## src/sser_pkg.sv

```systemverilog
package sser_pkg;

  // Command codes as the remote message decoder hands them over
  typedef enum logic [3:0] {
    SSER_CMD_NOP      = 4'b0000,
    SSER_CMD_RD_WCOND = 4'b0001,
    SSER_CMD_RD_WEVT  = 4'b0010,
    SSER_CMD_RD_WEN   = 4'b0011,
    SSER_CMD_WR_WEN   = 4'b0100,
    SSER_CMD_RD_ACOND = 4'b0101,
    SSER_CMD_RD_AEVT  = 4'b0110,
    SSER_CMD_RD_AEN   = 4'b0111,
    SSER_CMD_WR_AEN   = 4'b1000,
    SSER_CMD_CLS      = 4'b1001,
    SSER_CMD_PRESET   = 4'b1010,
    SSER_CMD_RD_ERR   = 4'b1011,
    SSER_CMD_RD_VER   = 4'b1100,
    SSER_CMD_RD_STB   = 4'b1101
  } sser_cmd_code_t;

  typedef struct packed {
    logic valid;
    sser_cmd_code_t code;
    logic [15:0] data;
  } sser_cmd_t;

  typedef struct packed {
    logic valid;
    logic [15:0] data;
  } sser_rsp_t;

  localparam int SSER_REG_W = 16;
  localparam int SSER_NCOND = 3;
  // Warning group field positions
  localparam int SSER_WBIT_VOLT = 0;
  localparam int SSER_WBIT_CURR = 1;
  localparam int SSER_WBIT_OVERVOLT = 9;
  // Status byte field positions
  localparam int SSER_SB_ERRQ = 2;
  localparam int SSER_SB_WARN = 3;
  localparam int SSER_SB_RQS = 6;
  localparam int SSER_SB_ACT = 7;
  // Values after reset and fixed values
  localparam logic [15:0] SSER_ZERO16 = 16'h0000;
  localparam logic [7:0] SSER_ZERO8 = 8'h00;
  localparam logic [15:0] SSER_EN_MASK = 16'h7FFF;
  localparam logic [15:0] SSER_ERR_NONE = 16'h0000;
  localparam logic [15:0] SSER_ERR_OVF = 16'hFEA2;
  // Version in tenths: 1994.0 reads as 19940
  localparam logic [15:0] SSER_VERSION = 16'h4DE4;
  localparam int SSER_QDEPTH = 8;

endpackage

```

## src/sser_status.sv

```systemverilog
`timescale 1ns/1ps
module sser_status
  import sser_pkg::*;
#(
  parameter int QDEPTH = SSER_QDEPTH
) (
  input wire logic MCLK,
  input wire logic RST_N,
  input wire sser_cmd_t CMD,
  input wire logic VOLT_COND,
  input wire logic CURR_COND,
  input wire logic OVERVOLTAGE_PROTECT,
  input wire logic ERR_PUSH,
  input wire logic [15:0] ERR_CODE,
  output sser_rsp_t RSP,
  output logic [7:0] STATUS_SUMMARY_BYTE,
  output logic SRQ
);

  localparam int QAW = $clog2(QDEPTH);

  ////////////////////////////////////////////////////////////////////////////
  // Condition inputs: three-stage synchroniser, change taken once the last two stages agree

  logic [SSER_NCOND-1:0] pin_in;
  logic [SSER_NCOND-1:0] s1_r;
  logic [SSER_NCOND-1:0] s2_r;
  logic [SSER_NCOND-1:0] s3_r;
  logic [SSER_NCOND-1:0] cond_r;
  logic [SSER_NCOND-1:0] rise;

  assign pin_in = {OVERVOLTAGE_PROTECT, CURR_COND, VOLT_COND};

  genvar gi;
  generate
    for (gi = 0; gi < SSER_NCOND; gi++) begin : g_sync
      always_ff @(posedge MCLK) begin
        if (!RST_N) begin
          s1_r[gi] <= 1'b0;
          s2_r[gi] <= 1'b0;
          s3_r[gi] <= 1'b0;
          cond_r[gi] <= 1'b0;
        end else begin
          s1_r[gi] <= pin_in[gi];
          s2_r[gi] <= s1_r[gi];
          s3_r[gi] <= s2_r[gi];
          if (s2_r[gi] == s3_r[gi]) begin
            cond_r[gi] <= s3_r[gi];
          end
        end
      end
      assign rise[gi] = (s2_r[gi] == s3_r[gi]) && s3_r[gi] && !cond_r[gi];
    end
  endgenerate

  // Place the three conditions in their field positions, all else zero
  function automatic logic [15:0] place(input logic [SSER_NCOND-1:0] v);
    logic [15:0] w;
    w = SSER_ZERO16;
    w[SSER_WBIT_VOLT] = v[0];
    w[SSER_WBIT_CURR] = v[1];
    w[SSER_WBIT_OVERVOLT] = v[2];
    return w;
  endfunction

  logic [15:0] wcond;
  logic [15:0] wrise;
  assign wcond = place(cond_r);
  assign wrise = place(rise);

  // Activity group reports nothing
  logic [15:0] acond;
  logic [15:0] aevt;
  assign acond = SSER_ZERO16;
  assign aevt = SSER_ZERO16;

  ////////////////////////////////////////////////////////////////////////////
  // Command decode

  logic cmd_v;
  logic rd_wevt;
  logic do_cls;
  logic do_preset;
  logic rd_err;
  assign cmd_v = CMD.valid;
  assign rd_wevt = cmd_v && (CMD.code == SSER_CMD_RD_WEVT);
  assign do_cls = cmd_v && (CMD.code == SSER_CMD_CLS);
  assign do_preset = cmd_v && (CMD.code == SSER_CMD_PRESET);
  assign rd_err = cmd_v && (CMD.code == SSER_CMD_RD_ERR);

  ////////////////////////////////////////////////////////////////////////////
  // Warning event register

  logic [15:0] wevt_r;

  // A rise in the same cycle as a read or clear survives it
  always_ff @(posedge MCLK) begin
    if (!RST_N) begin
      wevt_r <= SSER_ZERO16;
    end else if (rd_wevt || do_cls) begin
      wevt_r <= wrise;
    end else begin
      wevt_r <= wevt_r | wrise;
    end
  end

  ////////////////////////////////////////////////////////////////////////////
  // Enable masks

  logic [15:0] wen_r;
  logic [15:0] aen_r;

  always_ff @(posedge MCLK) begin
    if (!RST_N) begin
      wen_r <= SSER_ZERO16;
      aen_r <= SSER_ZERO16;
    end else if (do_preset) begin
      wen_r <= SSER_ZERO16;
      aen_r <= SSER_ZERO16;
    end else if (cmd_v && CMD.code == SSER_CMD_WR_WEN) begin
      wen_r <= CMD.data & SSER_EN_MASK;
    end else if (cmd_v && CMD.code == SSER_CMD_WR_AEN) begin
      aen_r <= CMD.data & SSER_EN_MASK;
    end
  end

  ////////////////////////////////////////////////////////////////////////////
  // Error and event queue

  logic [15:0] q_mem [QDEPTH];
  logic [QAW-1:0] q_head_r;
  logic [QAW-1:0] q_tail_r;
  logic [QAW:0] q_cnt_r;
  logic q_lock_r;
  logic q_empty;
  logic q_pop;
  logic q_push;
  logic q_last;
  logic [15:0] q_wdata;

  assign q_empty = (q_cnt_r == '0);
  assign q_pop = rd_err && !q_empty;
  // Once locked, nothing enters until a read or clear frees the queue
  assign q_push = ERR_PUSH && !q_lock_r && !do_cls;
  assign q_last = (q_cnt_r == (QAW+1)'(QDEPTH - 1)) && !q_pop;
  assign q_wdata = q_last ? SSER_ERR_OVF : ERR_CODE;

  always_ff @(posedge MCLK) begin
    if (q_push) begin
      q_mem[q_tail_r] <= q_wdata;
    end
  end

  always_ff @(posedge MCLK) begin
    if (!RST_N || do_cls) begin
      q_head_r <= '0;
      q_tail_r <= '0;
      q_cnt_r <= '0;
      q_lock_r <= 1'b0;
    end else begin
      if (q_push) begin
        q_tail_r <= (q_tail_r == QAW'(QDEPTH - 1)) ? '0 : q_tail_r + QAW'(1);
      end
      if (q_pop) begin
        q_head_r <= (q_head_r == QAW'(QDEPTH - 1)) ? '0 : q_head_r + QAW'(1);
      end
      if (q_push && !q_pop) begin
        q_cnt_r <= q_cnt_r + (QAW+1)'(1);
      end else if (q_pop && !q_push) begin
        q_cnt_r <= q_cnt_r - (QAW+1)'(1);
      end
      if (q_pop) begin
        q_lock_r <= 1'b0;
      end else if (q_push && q_last) begin
        q_lock_r <= 1'b1;
      end
    end
  end

  ////////////////////////////////////////////////////////////////////////////
  // Summaries, status byte and service request

  logic wsum;
  logic asum;
  logic [7:0] sb_nxt;
  assign wsum = |(wevt_r & wen_r);
  assign asum = |(aevt & aen_r);

  always_comb begin
    sb_nxt = SSER_ZERO8;
    sb_nxt[SSER_SB_ERRQ] = !q_empty;
    sb_nxt[SSER_SB_WARN] = wsum;
    sb_nxt[SSER_SB_ACT] = asum;
    sb_nxt[SSER_SB_RQS] = wsum || asum || !q_empty;
  end

  always_ff @(posedge MCLK) begin
    if (!RST_N) begin
      STATUS_SUMMARY_BYTE <= SSER_ZERO8;
      SRQ <= 1'b0;
    end else begin
      STATUS_SUMMARY_BYTE <= sb_nxt;
      SRQ <= sb_nxt[SSER_SB_RQS];
    end
  end

  ////////////////////////////////////////////////////////////////////////////
  // Query answers, one cycle after the command

  logic [15:0] rsp_nxt;
  logic rsp_v_nxt;

  always_comb begin
    rsp_v_nxt = cmd_v;
    rsp_nxt = SSER_ZERO16;
    case (CMD.code)
      SSER_CMD_RD_WCOND: rsp_nxt = wcond;
      SSER_CMD_RD_WEVT: rsp_nxt = wevt_r;
      SSER_CMD_RD_WEN: rsp_nxt = wen_r;
      SSER_CMD_RD_ACOND: rsp_nxt = acond;
      SSER_CMD_RD_AEVT: rsp_nxt = aevt;
      SSER_CMD_RD_AEN: rsp_nxt = aen_r;
      SSER_CMD_RD_ERR: rsp_nxt = q_empty ? SSER_ERR_NONE : q_mem[q_head_r];
      SSER_CMD_RD_VER: rsp_nxt = SSER_VERSION;
      SSER_CMD_RD_STB: rsp_nxt = {8'h00, STATUS_SUMMARY_BYTE};
      default: rsp_v_nxt = 1'b0;
    endcase
  end

  always_ff @(posedge MCLK) begin
    if (!RST_N) begin
      RSP <= '0;
    end else begin
      RSP.valid <= rsp_v_nxt;
      RSP.data <= rsp_nxt;
    end
  end

  ////////////////////////////////////////////////////////////////////////////
  // Checks

  chk_event_latch: assert property (@(posedge MCLK) disable iff (!RST_N)
    (wrise != 0) |=> ((wevt_r & $past(wrise)) == $past(wrise)))
    else $error("event bit missed a condition rise");

  chk_event_rdclr: assert property (@(posedge MCLK) disable iff (!RST_N)
    (rd_wevt && wrise == 0) |=> (wevt_r == 0) && (RSP.data == $past(wevt_r)))
    else $error("event read did not return and clear");

  chk_cls_clear: assert property (@(posedge MCLK) disable iff (!RST_N)
    (do_cls && wrise == 0) |=> (wevt_r == 0) && (q_cnt_r == 0))
    else $error("clear status left events");

  chk_enable_bit15: assert property (@(posedge MCLK) disable iff (!RST_N)
    cmd_v && (CMD.code == SSER_CMD_WR_WEN) |=> (wen_r == ($past(CMD.data) & 16'h7FFF)))
    else $error("enable write kept bit 15 or was lost");

  chk_warn_summary: assert property (@(posedge MCLK) disable iff (!RST_N)
    ##1 STATUS_SUMMARY_BYTE[3] == $past(|(wevt_r & wen_r)))
    else $error("warning summary bit wrong");

  chk_act_zero: assert property (@(posedge MCLK) disable iff (!RST_N)
    cmd_v && (CMD.code == SSER_CMD_RD_AEVT) |=> RSP.valid && (RSP.data == 0))
    else $error("activity event read nonzero");

  chk_preset_masks: assert property (@(posedge MCLK) disable iff (!RST_N)
    do_preset |=> (wen_r == 0) && (aen_r == 0))
    else $error("preset left enable bits");

  chk_cond_keep: assert property (@(posedge MCLK) disable iff (!RST_N)
    cmd_v && (CMD.code == SSER_CMD_RD_WCOND) |=>
      (RSP.data == $past(wcond)) && (wevt_r == ($past(wevt_r) | $past(wrise))))
    else $error("condition read disturbed state");

  chk_err_empty: assert property (@(posedge MCLK) disable iff (!RST_N)
    rd_err && q_empty |=> RSP.valid && (RSP.data == 0))
    else $error("empty error query not zero");

  chk_version: assert property (@(posedge MCLK) disable iff (!RST_N)
    cmd_v && (CMD.code == SSER_CMD_RD_VER) |=> RSP.data == 16'h4DE4)
    else $error("version value wrong");

  chk_srq_follow: assert property (@(posedge MCLK) disable iff (!RST_N)
    ##1 SRQ == $past((|(wevt_r & wen_r)) || (|(aevt & aen_r)) || (q_cnt_r != 0)))
    else $error("service request does not follow the summaries");

  chk_ovf_lock: assert property (@(posedge MCLK) disable iff (!RST_N)
    q_lock_r && ERR_PUSH && !rd_err && !do_cls |=> q_cnt_r == $past(q_cnt_r))
    else $error("locked queue accepted an entry");

  chk_cond_track: assert property (@(posedge MCLK) disable iff (!RST_N)
    (s1_r == s2_r) && (s2_r == s3_r) |=> cond_r == $past(s3_r))
    else $error("condition bits do not follow their inputs");

  chk_warn_layout: assert property (@(posedge MCLK) disable iff (!RST_N)
    wcond == {6'h00, cond_r[2], 7'h00, cond_r[1], cond_r[0]})
    else $error("warning condition bits out of place");

  chk_act_summary: assert property (@(posedge MCLK) disable iff (!RST_N)
    ##1 STATUS_SUMMARY_BYTE[7] == $past(|(aevt & aen_r)))
    else $error("activity summary bit wrong");

  chk_acond_zero: assert property (@(posedge MCLK) disable iff (!RST_N)
    cmd_v && (CMD.code == SSER_CMD_RD_ACOND) |=> RSP.valid && (RSP.data == 0))
    else $error("activity condition read nonzero");

  chk_ovf_marker: assert property (@(posedge MCLK) disable iff (!RST_N)
    q_push && q_last |=> q_lock_r && (q_cnt_r == (QAW+1)'(QDEPTH)))
    else $error("overflow marker did not lock the queue");

  chk_err_pop: assert property (@(posedge MCLK) disable iff (!RST_N)
    rd_err && !q_empty && !q_push |=> RSP.valid && (q_cnt_r == $past(q_cnt_r) - 1))
    else $error("error query did not remove an entry");

  chk_mask_bit15: assert property (@(posedge MCLK) disable iff (!RST_N)
    !wen_r[15] && !aen_r[15])
    else $error("enable mask bit 15 set");

  chk_event_hold: assert property (@(posedge MCLK) disable iff (!RST_N)
    !rd_wevt && !do_cls |=> (wevt_r & $past(wevt_r)) == $past(wevt_r))
    else $error("event bit lost without read or clear");

endmodule

```

## config.mk

```make
export PLATFORM = sky130hd
export DESIGN_NAME = sser_status
export DESIGN_NICKNAME = d
export VERILOG_FILES = /design/src/sser_pkg.sv /design/src/sser_status.sv
export SDC_FILE = /design/constraint.sdc
export NUM_CORES = 1
export LEC_CHECK = 0
export BUFFER_PORTS_ARGS = -buffer_cell sky130_fd_sc_hd__buf_2
export CORE_ASPECT_RATIO = 0.5
export CORE_UTILIZATION = 50
export DETAILED_ROUTE_END_ITERATION = 7
export PLACE_DENSITY = 0.69
export SLEW_MARGIN = 20
export SYNTH_ARGS = -nofsm -noshare
export SYNTH_HDL_FRONTEND = slang
export SYNTH_SLANG_ARGS = --single-unit
```

## constraint.sdc

```tcl
create_clock -name MCLK -period 5.2 [get_ports MCLK]
set_clock_uncertainty 0.2 [all_clocks]
set_input_delay 0.26 -clock MCLK [delete_from_list [all_inputs] [get_ports MCLK]]
set_output_delay 0.26 -clock MCLK [all_outputs]
set_load 0.02 [all_outputs]
```

# --- Word level (Yosys, flattened, before mapping) ---
# Memories as Yosys holds them, arrays and structs flattened. A register that Yosys moved wholly into a read port is not among the register bits.
# Index checks and enable logic that the tools add are counted.
# Widths: inputs -> output; s select.
word_totals:
  elab_cells: 105
  register_bits: 95
  mem_bits_rw: 128
  out_inout_bits: 26
  n_memories: 1
  inputBits: 43
memory_table:
  columns: ["memory", "words", "width", "read_ports", "rd_ports_with_merged_regs", "wr", "line_no", "text"]
  rows:
  - ["q_mem", 8, 16, 1, 1, 1, "sser_status.sv:130", "logic [15:0] q_mem [QDEPTH];"]
classes:
  muxes: 12
  n_eq_ne: 19
  addsub: 4
  n_bitwise: 4
  n_reduce_logical: 40
op_table:
  columns: ["operator", "count"]
  rows:
  - ["$pmux 16 s7", 1]
  - ["$mux 16", 2]
  - ["$eq 4x4->1 const B", 6]
  - ["$eq 4x3->1 const B", 5]
  - ["$logic_and 1x1->1", 19]
  - ["$and 16x15->16", 1]
  - ["$or 16x10->16", 1]
  - ["$reduce_or 16->1", 1]
  - ["$mux 3", 4]
  - ["$mux 10", 1]
  - ["$logic_not 1->1", 9]
  - ["$reduce_or 9->1", 1]
  - ["$eq 4x2->1 const B", 2]
  - ["$mux 4", 2]
  - ["$add 3x1->3 const B", 2]
  - ["$eq 3x3->1 const B", 2]
  - ["$reduce_or 2->1", 3]
  - ["$add 4x1->4 const B", 1]
  - ["$eq 4x1->1 const B", 1]
  - ["$logic_not 4->1", 1]
  - ["$reduce_and 2->1", 2]
  - ["$sub 4x1->4 const B", 1]
  - ["$eq 1x1->1", 3]
  - ["$logic_or 1x1->1", 3]
  - ["3 further kinds", 5]

# --- Longest topological paths before layout ---
logic_depth:
  ltp_word: 8
  depth_mapped: 11
  ltp_nobuf: 10

# --- Worst setup path after synthesis ---
# No wires, ideal clock.
synth_timing:
  path_kind: "in2reg"
  startpoint: "input port CMD[20] (netlist bit)"
  endpoint: "memory q_mem[1][0], enable pin"
  setup_slack_ps: 1962
  cell_stages: 4
  path_buffers: 1
  required_ps: 4564
  arrival_ps: 2602
  setup_ps: 436
  cell_sequence: "and3b_1 > a211o_1 > buf_6 > nor4b_1"
synth_between:
  elab_chain_len: 5
synth_rtl:
  columns: ["element", "line_no", "text"]
  rows:
  - ["start: declaration", "sser_status.sv:9", "input wire sser_cmd_t CMD,"]
  - ["$logic_and 1x1->1", "sser_status.sv:87", "assign do_cls = cmd_v && (CMD.code == SSER_CMD_CLS);"]
  - ["$logic_not 1->1", "sser_status.sv:144", "assign q_push = ERR_PUSH && !q_lock_r && !do_cls;"]
  - ["$logic_and 1x1->1", "sser_status.sv:144", null]
  - ["$mux 1", "sser_status.sv:149", "if (q_push) begin"]
  - ["$mux 1 (not written as such)", "sser_status.sv:150", "q_mem[q_tail_r] <= q_wdata;"]
  - ["end: declaration", "sser_status.sv:130", null]
# No other way between the ends.

# --- Final worst setup path ---
layout_timing:
  startpoint: "input port CMD[16] (netlist bit)"
  endpoint: "register q_cnt_r[3]"
layout_between:
  elab_chain_len: 7
  elab_cells_between_ends: 14
  classes_between: "eq/ne (2); mux (1); reduce/logical (11)"
layout_rtl:
  columns: ["element", "line_no", "text"]
  rows:
  - ["$eq 4x4->1 *", "sser_status.sv:87", null]
  - ["$logic_and 1x1->1 *", "sser_status.sv:87", null]
  - ["$logic_not 1->1 *", "sser_status.sv:144", null]
  - ["$logic_and 1x1->1 *", "sser_status.sv:144", null]
  - ["via q_push", "sser_status.sv:137", "logic q_push;"]
  - ["$logic_not 1->1", "sser_status.sv:169", "end else if (q_pop && !q_push) begin"]
  - ["$logic_and 1x1->1", "sser_status.sv:169", null]
  - ["$reduce_bool 2->1 (no source line)", null, null]
  - ["end signal: assignment", "sser_status.sv:168", "q_cnt_r <= q_cnt_r + (QAW+1)'(1);"]
  - ["end signal: assignment", "sser_status.sv:170", "q_cnt_r <= q_cnt_r - (QAW+1)'(1);"]
  - ["end: declaration", "sser_status.sv:133", "logic [QAW:0] q_cnt_r;"]
# Mark *: on every way through the listed nets, which the timed path passes. The rest lies on a longest branch.
# A chain may end at the register's enable or synchronous reset.

==> results.yml <==
outcome:
  outcome: "finished, final reports clean"
clocking:
  clk_latency_ns: 0.49
  cts_tree: "done"
  cts_setup_buffers: 0
  cts_resized: 0
  ctsHtreeMaxLevel: 1
  cts_buffers: 19
  clk_pin_slew_ns: 0.06
  root_buffer: "clkbuf_16"
  cts_sinks: 207
  cts_buffer_depth: 3
routing:
  avgRoutedWirePerCell_um: 18.78
  drc: 0
  drt_wl_total_mm: 16.90
  dr.pass1.iters: 4
  postRouteAntennaNets: 0
  vias_per_cell: 5.417
  drt_iter0_drc: 381
  vias: 4875
synth:
  ys_async_sr_fraction_pct: 0
  synthFlopType: "edfxtp_1"
  yosys.area.top_type: "edfxtp_1"
  synthTopCellsByArea: "edfxtp_1 (46%), dfxtp_1 (19%), mux4_2 (8.7%)"
  synth_edf_count: 128
  synth_cell_type_count: 56
  synthTopCellsByCount: "edfxtp_1 (128), dfxtp_1 (79), nand2_1 (47), nor2_1 (46), mux2i_1 (45)"
  muxShareOfSynthArea_pct: 14.22
  synth_top_area_share_pct: 46.24
  ys_warn_count: 0
  synth-compound-area-share_pct: 6.111
  synth_adder_area_share_pct: 1.746
  synth.most_common_cell: "edfxtp_1"
  synth_top_family_by_area: "multiplexers"
  ys_seq_elements: 207
  yosys.area_share.simple_pct: 9.452
  synth_area_per_cell_um2: 14.43
  synthCells: 576
  syn-cell-area_um2: 8313
  synthXorXnorAreaFrac_pct: 0.2107
  ys_seq_area_share_pct: 65.26
final_layout:
  multi_input_area_um2: 2723
  final_layout_size_suffix_gt1_share_pct: 22.97
  syn_to_final_growth_pct: 17.20
  diodes: 0
  fill_cells: 1208
  nets: 721
  seqCellArea_um2: 5426
floorplan:
  die_x_um: 184.4
  chipHeight_um: 93.18
  die_area_um2: 17180
  rows: 32
  ios: 69
  core_area_um2: 15820
  start_util_pct: 52.56
sta:
  whs_ns: 0.01727
  setup_viol: 0
  slew_viol_final: 0
  hold_viol_final: 0
  min_period_ns: 3.157
  timing.final.crit_share_pct: 60.72
  slew_headroom_pct: 27.81
  fin_tns_setup_ns: 0
  max_clock_freq_mhz: 316.7
  worst_slew_pin_slew_ns: 1.083
  rsz0062_at_grt: "no"
worst_setup_path:
  slowest_stage: "dlygate4sd3_1"
  arrival_ns: 3.32
  endpoint_kind: "flip-flop"
  path_class: "input port to flip-flop"
  crit_family: "buffers and inverters"
  critPathLaunchType: "input port"
  crit_chain: "dlygate4sd3_1 -> buf_2 -> nor2b_1 -> a211o_1 -> inv_2 -> ha_1 -> inv_1 -> ha_1 -> a21oi_1 -> a211oi_1 -> a31oi_1 -> mux2_2"
  cp_max_fo: 17
  crit_top_cell: "ha_1"
  cpPeakStageDelay_ns: 0.52
  rrSetupSlack_ns: 2.33
  critPathBufInv: 4
  required_ns: 5.37
power:
  ir_drop_v: 0.0002579
  p_leak_nw: 3.573
  power_density_nw_per_um2: 345.7
min_path:
  hold_class: "input port to flip-flop"
global_route:
  grt_overflow: 0
  grt_antenna_before_repair: 0
  grt_pass1_wl_mm: 26.04
  grt.total_usage_pct: 20.34
  grt_pass1_vias: 4679
  grt_max_degree: 33
place:
  hpwl_mm: 10.50
  place_congestion: 0.8336
  portBuffers: 62
job:
  cap_violations: 0
timing repair:
action,in CTS,in global routing
hold buffers,29,0
endpoints found under the hold margin,99,0
setup endpoints to repair,0,0
registers in the layout, indices dropped and copies added, names as in the netlist, named ones only:
name	flops
q_mem	128
wen_r	15
q_head_r	3
s2_r	3
aen_r	15
cond_r	3
wevt_r	3
q_cnt_r	4
s1_r	3
RSP	17
q_tail_r	3
s3_r	3
STATUS_SUMMARY_BYTE	3
q_lock_r	1
worst paths after layout:
check                          startpoint                      end  cells after the start
setup / recovery                  CMD[16]  q_cnt_r[3]$_SDFFE_PP0P_                     12
hold / removal                   ERR_PUSH    q_lock_r$_SDFFE_PP0P_                      5
setup reg to reg  q_cnt_r[0]$_SDFFE_PP0P_  q_cnt_r[3]$_SDFFE_PP0P_                      9
hold reg to reg        s1_r[0]$_SDFF_PN0_       s2_r[0]$_SDFF_PN0_                      1
power breakdown:
group	switching [W]	leakage, nW	internal (W)	total, W
sequential	0.0000211	1.80	0.00178	0.00180
clock	0.000575	0.294	0.000766	0.00134
combinational	0.000127	1.48	0.0000954	0.000222
layer usage:
layer  vias up  routed length (µm)  global-route usage (%)
met5         -                   0                       0
met4         0                 179                   3.403
met3        15                 856                   3.505
met2       139                7627                   31.60
met1      2419                8237                   30.45
li1       2302                   -                       -
stage by stage:
step                      worst slack, ns  util (%)  area, µm²  std cells  power, W
final                               2.043     61.61       9743        900  0.003368
after CTS                           2.079     61.53       9732        899  0.003398
after detailed placement            1.862     55.95       8848        837  0.002045
after global placement              1.864     55.95       8848        837  0.002038
after global routing                1.871     61.61       9743        900  0.003490
after floorplan                     1.962         -       8328        580  0.001979
cells in the final DEF, fill, tap and decap left out, types with 10 or more instances in the layout:
| master | synthesis | final |
|---|---|---|
| buf_2 | 12 | 62 |
| nor2_1 | 46 | 46 |
| mux4_2 | 32 | 32 |
| dfxtp_1 | 79 | 78 |
| edfxtp_1 | 128 | 128 |
| inv_1 | 11 | 11 |
| dlygate4sd3_1 | 0 | 29 |
| nand2_1 | 47 | 47 |
| mux2i_1 | 45 | 45 |
| ha_1 | 10 | 10 |
| and2_1 | 12 | 12 |
| nor2b_1 | 12 | 12 |
| clkbuf_16 | 0 | 19 |
| a21oi_1 | 34 | 34 |
cells by family (layout without fill, tap and decap cells):
| logic type | count (synthesis) | in the layout |
|---|---|---|
| xor+xnor | 2 | 2 |
| compound gates | 75 | 75 |
| other cells | 1 | 5 |
| mux | 78 | 78 |
| buf+inv | 47 | 146 |
| simple gates | 155 | 155 |
| flops | 207 | 207 |
| fa+ha+maj | 11 | 11 |
cell type report:
type                    instances  share of cell area, %
repair buffers                101                  6.973
flip-flops and latches        207                  55.70
multi-input cells             326                  27.94
clock inverters                 7                 0.6293
inverters                      12                 0.4623
well taps                     221                  2.838
clock buffers                  26                  5.458
worst min-delay path, delay by kind of cell:
family	cells	cell delay [ns]
AO/OA/AOI/OAI	2	0.16
AND/OR/NAND/NOR	1	0.06
buffers and inverters	2	0.16
Note: power is estimated with default switching activity, not from simulation.
